`config.mk`:
```
export PLATFORM = sky130hd
export DESIGN_NAME = lau_top
export DESIGN_NICKNAME = d
export VERILOG_FILES = /design/src/lau_pkg.sv /design/src/lau_divider.sv /design/src/lau_top.sv
export SDC_FILE = /design/constraint.sdc
export NUM_CORES = 2
export LEC_CHECK = 0
export ABC_CLOCK_PERIOD_IN_PS = 7300
export BUFFER_PORTS_ARGS = -buffer_cell sky130_fd_sc_hd__buf_4
export CORE_MARGIN = 4
export CORE_UTILIZATION = 59
export CTS_CLUSTER_DIAMETER = 200
export DETAILED_ROUTE_END_ITERATION = 8
export PLACE_DENSITY = 0.76
export SLEW_MARGIN = 25
export SYNTH_ARGS = -nofsm -noshare
export SYNTH_HDL_FRONTEND = slang
export SYNTH_SLANG_ARGS = --single-unit
```
`constraint.sdc`:
```
create_clock -name ref_clk -period 7.3 [get_ports ref_clk]
set_input_delay 1.46 -clock ref_clk [delete_from_list [all_inputs] [get_ports ref_clk]]
set_output_delay 1.46 -clock ref_clk [all_outputs]
set_load 0.05 [all_outputs]
```
`src/lau_pkg.sv`:
```
package lau_pkg;

  // default machine word; 16 and 32 are the supported builds
  localparam int WORD_W_DEF = 32;

  // operation code width
  localparam int OP_W = 4;

  // operation codes presented with the start pulse
  localparam logic [3:0] OP_SIGNED_ADD_CARRY       = 4'h0;
  localparam logic [3:0] OP_UNSIGNED_SUM_CARRY     = 4'h1;
  localparam logic [3:0] OP_SIGNED_SUB_BORROW      = 4'h2;
  localparam logic [3:0] OP_UNSIGNED_DIFF_BORROW   = 4'h3;
  localparam logic [3:0] OP_UNSIGNED_MUL_ACC       = 4'h4;
  localparam logic [3:0] OP_UNSIGNED_DOUBLE_DIVIDE = 4'h5;
  localparam logic [3:0] OP_DOUBLE_LOGICAL_RIGHT   = 4'h6;
  localparam logic [3:0] OP_DOUBLE_LOGICAL_LEFT    = 4'h7;
  localparam logic [3:0] OP_DOUBLE_A               = 4'h8;
  localparam logic [3:0] OP_ARITH_RIGHT_SHIFT      = 4'h9;
  localparam logic [3:0] OP_ARITH_LEFT_SHIFT       = 4'hA;

  // edges from start to done for single-cycle operations
  localparam int LAT_SINGLE = 1;

  // control states of the top sequencer
  typedef enum logic [0:0]
  {
    LAU_IDLE,
    LAU_DIV_WAIT
  } lau_state_t;

endpackage

```
`src/lau_divider.sv`:
```
// restoring divider: one quotient bit per clock, caller guarantees hi < divisor
module lau_divider #(
  parameter int W = 32
) (
  // clock and reset
  input  wire logic         ref_clk,
  input  wire logic         rst_b,
  // request
  input  wire logic         start,
  input  wire logic [W-1:0] dvd_hi,
  input  wire logic [W-1:0] dvd_lo,
  input  wire logic [W-1:0] dvsr,
  // answer
  output logic              done,
  output logic [W-1:0]      quot,
  output logic [W-1:0]      rem
);

  localparam int CW = $clog2(W + 1);

  logic [W:0]    rem_r;    // partial remainder, one spare bit
  logic [W:0]    rem_nxt;
  logic [W-1:0]  quo_r;    // dividend low word shifting into quotient
  logic [W-1:0]  quo_nxt;
  logic [W-1:0]  dvsr_r;   // held divisor
  logic [W-1:0]  dvsr_nxt;
  logic [CW-1:0] cnt_r;    // steps left
  logic [CW-1:0] cnt_nxt;
  logic          done_r;   // one-cycle completion pulse
  logic          done_nxt;
  logic [W:0]    shifted;  // remainder after pulling in next dividend bit
  logic          qbit;     // quotient bit of this step

  // next-state for one division step
  always_comb
  begin
    rem_nxt  = rem_r;
    quo_nxt  = quo_r;
    dvsr_nxt = dvsr_r;
    cnt_nxt  = cnt_r;
    done_nxt = 1'b0;
    shifted  = {rem_r[W-1:0], quo_r[W-1]};
    qbit     = (shifted >= {1'b0, dvsr_r});
    if (start)
    begin
      // load; hi < divisor so remainder fits in one word
      rem_nxt  = {1'b0, dvd_hi};
      quo_nxt  = dvd_lo;
      dvsr_nxt = dvsr;
      cnt_nxt  = CW'(W);
    end
    else if (cnt_r != '0)
    begin
      // subtract when it fits, shift the quotient bit in
      rem_nxt  = qbit ? (shifted - {1'b0, dvsr_r}) : shifted;
      quo_nxt  = {quo_r[W-2:0], qbit};
      cnt_nxt  = cnt_r - CW'(1);
      done_nxt = (cnt_r == CW'(1));
    end
  end

  // step registers
  always_ff @(posedge ref_clk or negedge rst_b)
  begin
    if (!rst_b)
    begin
      rem_r  <= '0;
      quo_r  <= '0;
      dvsr_r <= '0;
      cnt_r  <= '0;
      done_r <= 1'b0;
    end
    else
    begin
      rem_r  <= rem_nxt;
      quo_r  <= quo_nxt;
      dvsr_r <= dvsr_nxt;
      cnt_r  <= cnt_nxt;
      done_r <= done_nxt;
    end
  end

  assign done = done_r;
  assign quot = quo_r;
  assign rem  = rem_r[W-1:0];

endmodule

```
`src/lau_top.sv`:
```
// Operation
// - signed add with carry, overflow invalidates
// - only carry bit zero is added
// - unsigned sum returns carry and sum
// - signed subtract with borrow, overflow invalidates
// - unsigned difference returns borrow and difference
// - multiply-accumulate gives double word, upper first
// - double by single divide, quotient then remainder
// - divide overflow flagged; zero divisor invalid
// - double right shift, zero fill, count bounded
// - double left shift, zero fill, count bounded
// - double_a until top bit set, count first
// - all-zero double_a gives two to word width on norm_count, zero count in res0
// - arithmetic right shift replicates sign bit
// - arithmetic left shift flags overflow when shifting back does not restore the operand
// - word width is 16 or 32 bits
// - signed add overflow raises error flag
// - multiply carry word added in full
module lau_top #(
  parameter int WORD_W = lau_pkg::WORD_W_DEF
) (
  // clock and reset
  input  wire logic                     ref_clk,
  input  wire logic                     rst_b,
  // request from the sequencer
  input  wire logic                     start,
  input  wire logic [lau_pkg::OP_W-1:0] op_code,
  input  wire logic [WORD_W-1:0]        opnd_a,
  input  wire logic [WORD_W-1:0]        opnd_b,
  input  wire logic [WORD_W-1:0]        opnd_c,
  // answer to the sequencer
  output logic                          done,
  output logic                          busy,
  output logic                          ovf_err,
  output logic [WORD_W-1:0]             res0,
  output logic [WORD_W-1:0]             res1,
  output logic [WORD_W-1:0]             res2,
  output logic [WORD_W:0]               norm_count
);

  // build word width
  // only 16 and 32 are supported builds; other widths are not guarded here
  localparam int W = WORD_W;

  lau_pkg::lau_state_t state_r;   // sequencer state
  lau_pkg::lau_state_t state_nxt;
  logic              done_r;      // answer pulse
  logic              done_nxt;
  logic              ovf_r;       // error flag to sequencer
  logic              ovf_nxt;
  logic [W-1:0]      res0_r;      // first result word
  logic [W-1:0]      res0_nxt;
  logic [W-1:0]      res1_r;      // second result word
  logic [W-1:0]      res1_nxt;
  logic [W-1:0]      res2_r;      // third result word
  logic [W-1:0]      res2_nxt;
  logic [W:0]        norm_r;      // full-width double_a count
  logic [W:0]        norm_nxt;

  // datapath terms, combinational except the registered divider outputs
  logic [W:0]        sum_w;       // add with carry-out
  logic [W:0]        diff_w;      // subtract with borrow-out
  logic [2*W-1:0]    prod_w;      // multiply-accumulate
  logic [2*W-1:0]    pair_w;      // double operand {a,b}
  logic [2*W-1:0]    shr_w;       // double logical right
  logic [2*W-1:0]    shl_w;       // double logical left
  logic [2*W-1:0]    norm_w;      // normalised pair
  logic [W:0]        lz_w;        // leading zero count of the pair
  logic [W-1:0]      ashr_w;      // arithmetic right
  logic [W-1:0]      ashl_w;      // arithmetic left
  logic              ashl_ovf;    // shifting back does not restore opnd_a
  logic              add_ovf;     // signed add overflow
  logic              sub_ovf;     // signed subtract overflow
  logic              div_bad;     // quotient too wide or divisor zero
  logic              div_go;      // launch the divider
  logic              div_done;
  logic [W-1:0]      div_quot;
  logic [W-1:0]      div_rem;

  // arithmetic terms
  always_comb
  begin
    sum_w   = {1'b0, opnd_a} + {1'b0, opnd_b} + {{W{1'b0}}, opnd_c[0]};
    diff_w  = {1'b0, opnd_a} - {1'b0, opnd_b} - {{W{1'b0}}, opnd_c[0]};
    add_ovf = (opnd_a[W-1] == opnd_b[W-1]) && (sum_w[W-1] != opnd_a[W-1]);
    sub_ovf = (opnd_a[W-1] != opnd_b[W-1]) && (diff_w[W-1] != opnd_a[W-1]);
    prod_w  = ({{W{1'b0}}, opnd_a} * {{W{1'b0}}, opnd_b}) + {{W{1'b0}}, opnd_c};
    // hi >= divisor also covers divisor zero
    div_bad = (opnd_a >= opnd_c);
  end

  // shifters and normaliser
  always_comb
  begin
    pair_w = {opnd_a, opnd_b};
    // zero filled, counts past 2W give zero
    shr_w  = pair_w >> opnd_c;
    shl_w  = pair_w << opnd_c;
    // count leading zeros; scan from lsb so the top one wins
    lz_w   = {1'b1, {W{1'b0}}};
    for (int i = 0; i < 2 * W; i++)
    begin
      if (pair_w[i])
      begin
        lz_w = (W + 1)'(2 * W - 1 - i);
      end
    end
    // zero input keeps the 2^W count and a zero pair
    norm_w = (pair_w == '0) ? '0 : (pair_w << lz_w);
    // sign replicated; counts of W or more give all sign
    ashr_w = W'($signed(opnd_a) >>> opnd_b);
    ashl_w = opnd_a << opnd_b;
    // overflow unless shifting back restores the operand
    if (opnd_b >= W)
    begin
      ashl_ovf = (opnd_a != '0);
    end
    else
    begin
      ashl_ovf = (W'($signed(ashl_w) >>> opnd_b) != opnd_a);
    end
  end

  // requests while busy are ignored
  assign div_go = start && (state_r == lau_pkg::LAU_IDLE)
                  && (op_code == lau_pkg::OP_UNSIGNED_DOUBLE_DIVIDE) && !div_bad;

  // iterative divider
  lau_divider #(
    .W (W)
  ) u_div (
    .ref_clk (ref_clk),
    .rst_b   (rst_b),
    .start   (div_go),
    .dvd_hi  (opnd_a),
    .dvd_lo  (opnd_b),
    .dvsr    (opnd_c),
    .done    (div_done),
    .quot    (div_quot),
    .rem     (div_rem)
  );

  // sequencer and result selection
  always_comb
  begin
    state_nxt = state_r;
    done_nxt  = 1'b0;
    ovf_nxt   = ovf_r;
    res0_nxt  = res0_r;
    res1_nxt  = res1_r;
    res2_nxt  = res2_r;
    norm_nxt  = norm_r;
    unique case (state_r)
      lau_pkg::LAU_IDLE:
      begin
        if (start)
        begin
          // results and flag posted with done
          done_nxt = 1'b1;
          ovf_nxt  = 1'b0;
          res0_nxt = '0;
          res1_nxt = '0;
          res2_nxt = '0;
          norm_nxt = '0;
          case (op_code)
            lau_pkg::OP_SIGNED_ADD_CARRY:
            begin
              res0_nxt = sum_w[W-1:0];
              ovf_nxt  = add_ovf;
            end
            lau_pkg::OP_UNSIGNED_SUM_CARRY:
            begin
              res0_nxt = {{(W-1){1'b0}}, sum_w[W]};
              res1_nxt = sum_w[W-1:0];
            end
            lau_pkg::OP_SIGNED_SUB_BORROW:
            begin
              res0_nxt = diff_w[W-1:0];
              ovf_nxt  = sub_ovf;
            end
            lau_pkg::OP_UNSIGNED_DIFF_BORROW:
            begin
              res0_nxt = {{(W-1){1'b0}}, diff_w[W]};
              res1_nxt = diff_w[W-1:0];
            end
            lau_pkg::OP_UNSIGNED_MUL_ACC:
            begin
              res0_nxt = prod_w[2*W-1:W];
              res1_nxt = prod_w[W-1:0];
            end
            lau_pkg::OP_UNSIGNED_DOUBLE_DIVIDE:
            begin
              // bad quotient answers at once with the flag
              if (div_bad)
              begin
                ovf_nxt = 1'b1;
              end
              else
              begin
                done_nxt  = 1'b0;
                state_nxt = lau_pkg::LAU_DIV_WAIT;
              end
            end
            lau_pkg::OP_DOUBLE_LOGICAL_RIGHT:
            begin
              res0_nxt = shr_w[2*W-1:W];
              res1_nxt = shr_w[W-1:0];
            end
            lau_pkg::OP_DOUBLE_LOGICAL_LEFT:
            begin
              res0_nxt = shl_w[2*W-1:W];
              res1_nxt = shl_w[W-1:0];
            end
            lau_pkg::OP_DOUBLE_A:
            begin
              // count first, then upper and lower
              res0_nxt = lz_w[W-1:0];
              res1_nxt = norm_w[2*W-1:W];
              res2_nxt = norm_w[W-1:0];
              norm_nxt = lz_w;
            end
            lau_pkg::OP_ARITH_RIGHT_SHIFT:
            begin
              res0_nxt = ashr_w;
            end
            lau_pkg::OP_ARITH_LEFT_SHIFT:
            begin
              res0_nxt = ashl_w;
              ovf_nxt  = ashl_ovf;
            end
            default:
            begin
              // unknown code answers zero with no error
              res0_nxt = '0;
            end
          endcase
        end
      end
      lau_pkg::LAU_DIV_WAIT:
      begin
        if (div_done)
        begin
          res0_nxt  = div_quot;
          res1_nxt  = div_rem;
          done_nxt  = 1'b1;
          state_nxt = lau_pkg::LAU_IDLE;
        end
      end
    endcase
  end

  // result registers; outputs come straight from these
  always_ff @(posedge ref_clk or negedge rst_b)
  begin
    if (!rst_b)
    begin
      state_r <= lau_pkg::LAU_IDLE;
      done_r  <= 1'b0;
      ovf_r   <= 1'b0;
      res0_r  <= '0;
      res1_r  <= '0;
      res2_r  <= '0;
      norm_r  <= '0;
    end
    else
    begin
      state_r <= state_nxt;
      done_r  <= done_nxt;
      ovf_r   <= ovf_nxt;
      res0_r  <= res0_nxt;
      res1_r  <= res1_nxt;
      res2_r  <= res2_nxt;
      norm_r  <= norm_nxt;
    end
  end

  // busy also registered, high while the divider runs
  logic busy_r;
  always_ff @(posedge ref_clk or negedge rst_b)
  begin
    if (!rst_b)
    begin
      busy_r <= 1'b0;
    end
    else
    begin
      busy_r <= (state_nxt == lau_pkg::LAU_DIV_WAIT);
    end
  end

  assign done       = done_r;
  assign busy       = busy_r;
  assign ovf_err    = ovf_r;
  assign res0       = res0_r;
  assign res1       = res1_r;
  assign res2       = res2_r;
  assign norm_count = norm_r;

endmodule

```
==> results_tabular.tex, run 1 <==
\begin{tabular}{lr}
\hline
Metric & Value \\
\hline
\multicolumn{2}{l}{\textbf{Run status}} \\
Status & stopped before the end \\
Stage where the flow stopped & 5\_1\_grt \\
Log Error & [ERROR GRT-0116] Global routing finished with congestion. Check the congestion regions in the DRC Viewer. \\
\multicolumn{2}{l}{\textbf{Logic synthesis}} \\
Total of warnings raised by yosys & 0 \\
Number of synthesized flops with an enable pin & 0 \\
Sequential cell area fraction in the yosys report & around 7.5\% \\
Cell area after synthesis & 69610 µm² \\
Proportion of register bits with asynchronous set or reset after synthesis & 100.0\% \\
Main synth FF type & dfrtp\_1 \\
Post-Synthesis Mean Instance Area & 7.726 µm² \\
Synthesized netlist cell count & roughly 9000 \\
Synth Register Bits & approximately 210 \\
Count of different cell masters after synthesis & 97 \\
\multicolumn{2}{l}{\textbf{Place}} \\
Final estimated routing congestion in global placement & 1.347 \\
IO buf count & 208 \\
Placement-stage cell area & $\sim$80000 µm² \\
Half-perimeter wire length after placement & 313800 µm \\
\multicolumn{2}{l}{\textbf{Floorplan}} \\
IO Pins & between 200 and 250 \\
Cell Rows & 125 \\
Initial Util & 59.67\% \\
Die extent in y & 351.5 µm \\
Horizontal die dimension & 351.5 µm \\
\multicolumn{2}{l}{\textbf{GRT}} \\
Number of global-route vias before repair & 90060 \\
All-layer global routing usage & between 70\% and 80\% \\
First-pass GRT wire length & 640800 µm \\
Total congestion overflow after global routing & 1 \\
Maximum number of pins on one net before global-route repair & 168 \\
\multicolumn{2}{l}{\textbf{CTS}} \\
Max Root-Sink Buffers & 3 \\
Clock Tree Root & clkbuf\_16 \\
CTS sink count & 209 \\
Maximum level of the CTS H-tree & 1 \\
Cts bufs inserted & 20 \\
\hline
\end{tabular}
==> cells by family after synthesis <==
family	Yosys count	share of synthesized area [%]
AO/OA/AOI/OAI	2117	19.92
XOR/XNOR	142	1.787
adder cells (fa/ha/maj)	1357	34.45
buffers and inverters	1875	10.50
flip-flops	209	7.513
multiplexers	437	7.506
other	1	0.005387
AND/OR/NAND/NOR	2872	18.33
==> synth_stat cells (all sizes together), types with 40 or more instances <==
library cell / n / area (µm²)
nand3: 165 / 825.8
clkbuf: 511 / 1918
nand2b: 69 / 431.7
nand2: 1383 / 5191
and2: 211 / 1320
and3: 49 / 306.5
nor2: 591 / 2226
a22oi: 44 / 330.3
dfrtp: 209 / 5230
xnor2: 102 / 893.4
a21oi: 525 / 2631
nor3: 170 / 855.8
o211ai: 83 / 623.1
a211oi: 181 / 1359
a221oi: 57 / 523.0
nor2b: 54 / 337.8
xor2: 40 / 350.3
mux2: 50 / 563.0
buf: 217 / 1084
mux2i: 324 / 3243
o21ai: 470 / 2360
o221ai: 54 / 479.2
a31oi: 100 / 625.6
a21o: 72 / 540.5
o21a: 51 / 382.9
ha: 424 / 5305
nor4: 54 / 386.6
inv: 1131 / 4245
fa: 933 / 18680
o22ai: 95 / 594.3
mux4: 63 / 1419
==> per-stage QoR <==
stage          utilization [%]  worst slack [ps]  instances  setup TNS [ps]
2_1_floorplan                -             -2527       9035          -95350
3_3_place_gp             68.48             -2674      11180          -94220
3_5_place_dp             68.48             -2976      11180         -101080
4_1_cts                  70.99             -1529      11250          -50990
==> routing by layer <==
metal	track usage, %	overflow
met1	75.13	0
met2	86.53	0
met3	57.75	0
met4	64.66	1
met5	27.39	0
==> what timing repair did <==
action / in CTS
setup endpoints to repair: 52
hold buffers: 0
gates resized for setup: 424
buffers inserted: 39
cloned: 3
pin swaps: 125
==> inputs of run 2 (changes only) <==
--- a/config.mk
+++ b/config.mk
@@ -8,10 +8,9 @@
 export ABC_CLOCK_PERIOD_IN_PS = 7300
 export BUFFER_PORTS_ARGS = -buffer_cell sky130_fd_sc_hd__buf_4
 export CORE_MARGIN = 4
-export CORE_UTILIZATION = 59
-export CTS_CLUSTER_DIAMETER = 200
+export CORE_UTILIZATION = 40
 export DETAILED_ROUTE_END_ITERATION = 8
-export PLACE_DENSITY = 0.76
+export PLACE_DENSITY_LB_ADDON = 0.15
 export SLEW_MARGIN = 25
 export SYNTH_ARGS = -nofsm -noshare
 export SYNTH_HDL_FRONTEND = slang
==> run 2 against run 1 <==
  * The flow now finishes, with violations (setup timing)
  * Area after synthesis stayed put
  * Synthesized cell count stayed put
==> results_tabular.tex, run 2 <==
\begin{tabular}{lr}
\hline
Metric & Value \\
\hline
\multicolumn{2}{l}{\textbf{STA}} \\
Unrepaired setup endpoints after global routing & yes \\
Final min period & 9088 ps \\
Number of hold-slack violations in the final timing report & 0 \\
Worst setup skew after layout & 35.25 ps \\
Actual transition at the worst max-transition pin & 1240 ps \\
Total count of max-transition violations in the final report & 0 \\
TNS Setup & -62800 ps \\
Final clock period utilization by the worst path & 124.5\% \\
Relative slew slack & 16.72\% \\
Setup slack of the critical path after layout & -1788 ps \\
Final number of setup-violating endpoints & 52 \\
Max Fclk & roughly 110 MHz \\
\multicolumn{2}{l}{\textbf{Logic synthesis}} \\
Dominant combinational cell family by area after synthesis & adder cells \\
Synthesized netlist cell count & between 9000 and 10000 \\
Total of warnings raised by yosys & 0 \\
Cell area after synthesis & 69610 µm² \\
Xor-xnor portion of the synthesized cell area & 1.787\% \\
Number of synthesized flops with an enable pin & 0 \\
Largest cells by area after synthesis & fa\_1 27\%, ha\_1 7.6\%, dfrtp\_1 7.5\% \\
Count of different cell masters after synthesis & 97 \\
List of most frequent post-synthesis cells & 1383 x nand2\_1, 1128 x inv\_1, 933 x fa\_1 \\
Multiplexer area fraction after synthesis & 7.506\% \\
Adder-cell area share of the yosys netlist & 34.45\% \\
Post-synthesis compound-gate area fraction & 19.92\% \\
Main synth FF type & dfrtp\_1 \\
Simple-gate area share of the yosys netlist & between 10\% and 20\% \\
Sequential cell area fraction in the yosys report & under 10\% \\
Cell with the most instances after synthesis & nand2\_1 \\
Post-Synthesis Mean Instance Area & 7.726 µm² \\
Synth Register Bits & 209 \\
Area share of the largest cell type after synthesis & 26.83\% \\
Proportion of register bits with asynchronous set or reset after synthesis & 100.0\% \\
Biggest area consumer among synthesized cells & fa\_1 \\
\multicolumn{2}{l}{\textbf{GRT}} \\
All-layer global routing usage & 53.92\% \\
Most utilized layer in the global route result & met2 \\
First-pass GRT wire length & around 680000 µm \\
Maximum number of pins on one net before global-route repair & 128 \\
Number of global-route vias before repair & 83390 \\
Total congestion overflow after global routing & 0 \\
Fraction of met3 tracks used by global routing & 20.25\% \\
Antenna violations before repair & 71 \\
Met2 Resource Use GR & roughly 75\% \\
Routing usage on met1 & about two thirds \\
\multicolumn{2}{l}{\textbf{CTS}} \\
Clock latency reported for the late side of the worst-skew pair & roughly 600 ps \\
Max Root-Sink Buffers & 3 \\
Clock tree from TritonCTS & done \\
CTS sink count & 209 \\
Maximum level of the CTS H-tree & 1 \\
Clock Tree Root & clkbuf\_16 \\
Clock-pin slew reported for the worst setup and hold paths after clock tree synthesis & about 70 ps \\
Cts bufs inserted & 23 \\
\multicolumn{2}{l}{\textbf{Critical path}} \\
CP endpoint kind & flop \\
Slack of the worst reg-to-reg path & 2190 ps \\
Critical path's slowest cell & fa\_1 \\
Endpoint arrival time on the critical path & 9580 ps \\
Crit start category & input pin \\
Critical Setup Path Class & input pin to flop \\
Count of cells along the worst register-to-register path & 17 \\
Data required time of the critical path & slightly below 8000 ps \\
Biggest cell delay along the critical path & 610 ps \\
Most repeated library cell on the critical path & fa\_1 \\
Critical Path Fanout Max & 8 \\
\multicolumn{2}{l}{\textbf{Worst hold path}} \\
Cell count of the worst hold path & 2 \\
Min-delay worst type & flop to flop \\
\multicolumn{2}{l}{\textbf{Floorplan}} \\
Die area & 180800 µm² \\
IO Pins & $\sim$240 \\
Die extent in y & 425.2 µm \\
Horizontal die dimension & 425.2 µm \\
Core Area & about 170000 µm² \\
Cell Rows & about 150 \\
Initial Util & 40.40\% \\
\multicolumn{2}{l}{\textbf{Drt}} \\
Vias per inst & 6.654 \\
Count of routing violations after the opening detailed-route iteration & 13350 \\
Final Routed Wirelength & roughly 500000 µm \\
Mean routed wirelength per cell & 39.55 µm \\
Drt pass-1 iters & 8 \\
Number of antenna-violating nets in the routed design & 0 \\
DRC violation count after routing & 0 \\
Total vias in the final route & 84430 \\
\multicolumn{2}{l}{\textbf{Layout}} \\
Fin nets & around 12000 \\
Post-route insts no fill & between 10000 and 15000 \\
Top library cells by usage in the layout, fill and taps aside & 1687 x buf\_4, 1322 x nand2\_1, 1077 x inv\_1 \\
Post-synthesis to final-layout area growth & 30.78\% \\
Post-route core utilization & 52.84\% \\
Fraction of layout instances using a drive strength above 1 & 25.75\% \\
Filler Cell Count & 15970 \\
Leading cell type in the layout, fill and taps excluded & buf\_4 \\
\multicolumn{2}{l}{\textbf{Place}} \\
IO buf count & 208 \\
Final estimated routing congestion in global placement & roughly 1.1 \\
Post-Place Setup Slack & -3064 ps \\
Half-perimeter wire length after placement & 401700 µm \\
Placed Cells & 12500 \\
\multicolumn{2}{l}{\textbf{Run status}} \\
Violations in the final reports & setup timing \\
Status & finished, violations left \\
\multicolumn{2}{l}{\textbf{Flow run}} \\
Max-cap violations & 0 \\
\hline
\end{tabular}
run 2: cell counts after synthesis:
Identical to the previous run, type by type.
run 2: metrics by stage:
step	hold WS, ps	cell area, µm²
floorplan	453.8	70580
global placement	474.6	85240
detailed placement	477.9	85250
CTS	492.9	89430
global route	528.6	90950
finish	491.9	91040
run 2: critical path: cells and delay by family:
family / cells / cell delay [ps]
AOI/OAI and AO/OA: 6 / 1130
xor gates and xnor gates: 1 / 220
adders and majority gates: 9 / 4550
buffers and inverters: 10 / 1110
and+or+nand+nor: 6 / 1060
run 2: logic make-up (layout without fill, tap and decap cells):
group	Yosys count	in the layout
simple gates	2872	2872
compound gates	2117	2117
buf+inv	1875	3172
fa+ha+maj	1357	1357
mux	437	437
flops	209	209
xor+xnor	142	142
other cells	1	72
run 2: cell type report:
class	count	area [µm²]	area share (%)
Sequential cell	209	5230	5.745
Antenna cell	46	115.1	0.1264
Clock buffer	33	653.1	0.7174
Timing Repair Buffer	1986	17430	19.15
Tap cell	2310	2890	3.175
Clock inverter	6	96.34	0.1058
Inverter	1147	4334	4.761
Multi-Input combinational cell	6951	60290	66.22
run 2: worst paths after layout:
check / from / end
worst max-delay path: opnd_b[17] / res0[30]$_DFFE_PN0P_
worst min-delay path: norm_count[4]$_DFFE_PN0P_ / norm_count[4]$_DFFE_PN0P_
max in group asynchronous: rst_b / u_div.dvsr_r[11]$_DFFE_PN0P_
worst max register to register: u_div.quot[31]$_DFFE_PN0P_ / u_div.rem_r[16]$_DFFE_PN0P_
worst min register to register: norm_count[4]$_DFFE_PN0P_ / norm_count[4]$_DFFE_PN0P_
min in group asynchronous: rst_b / res0[21]$_DFFE_PN0P_
run 2: timing repair:
item,CTS,global route
hold buffers,0,0
gates cloned,6,1
setup endpoints to repair,54,55
setup buffers,86,39
pin swaps,221,214
resized for setup,605,277
run 2: routing by layer:
metal / wire [µm] / up-vias / share of wire (%)
li1: - / 33110 / -
met1: 179900 / 41810 / 36
met2: 197400 / 7272 / 39
met3: 70060 / 2206 / 14
met4: 54140 / 40 / 11
met5: 325 / - / 0.065
Power of run 2 is not shown: default switching activity piles up to over one toggle a cycle in this logic, so the estimate is an artifact.
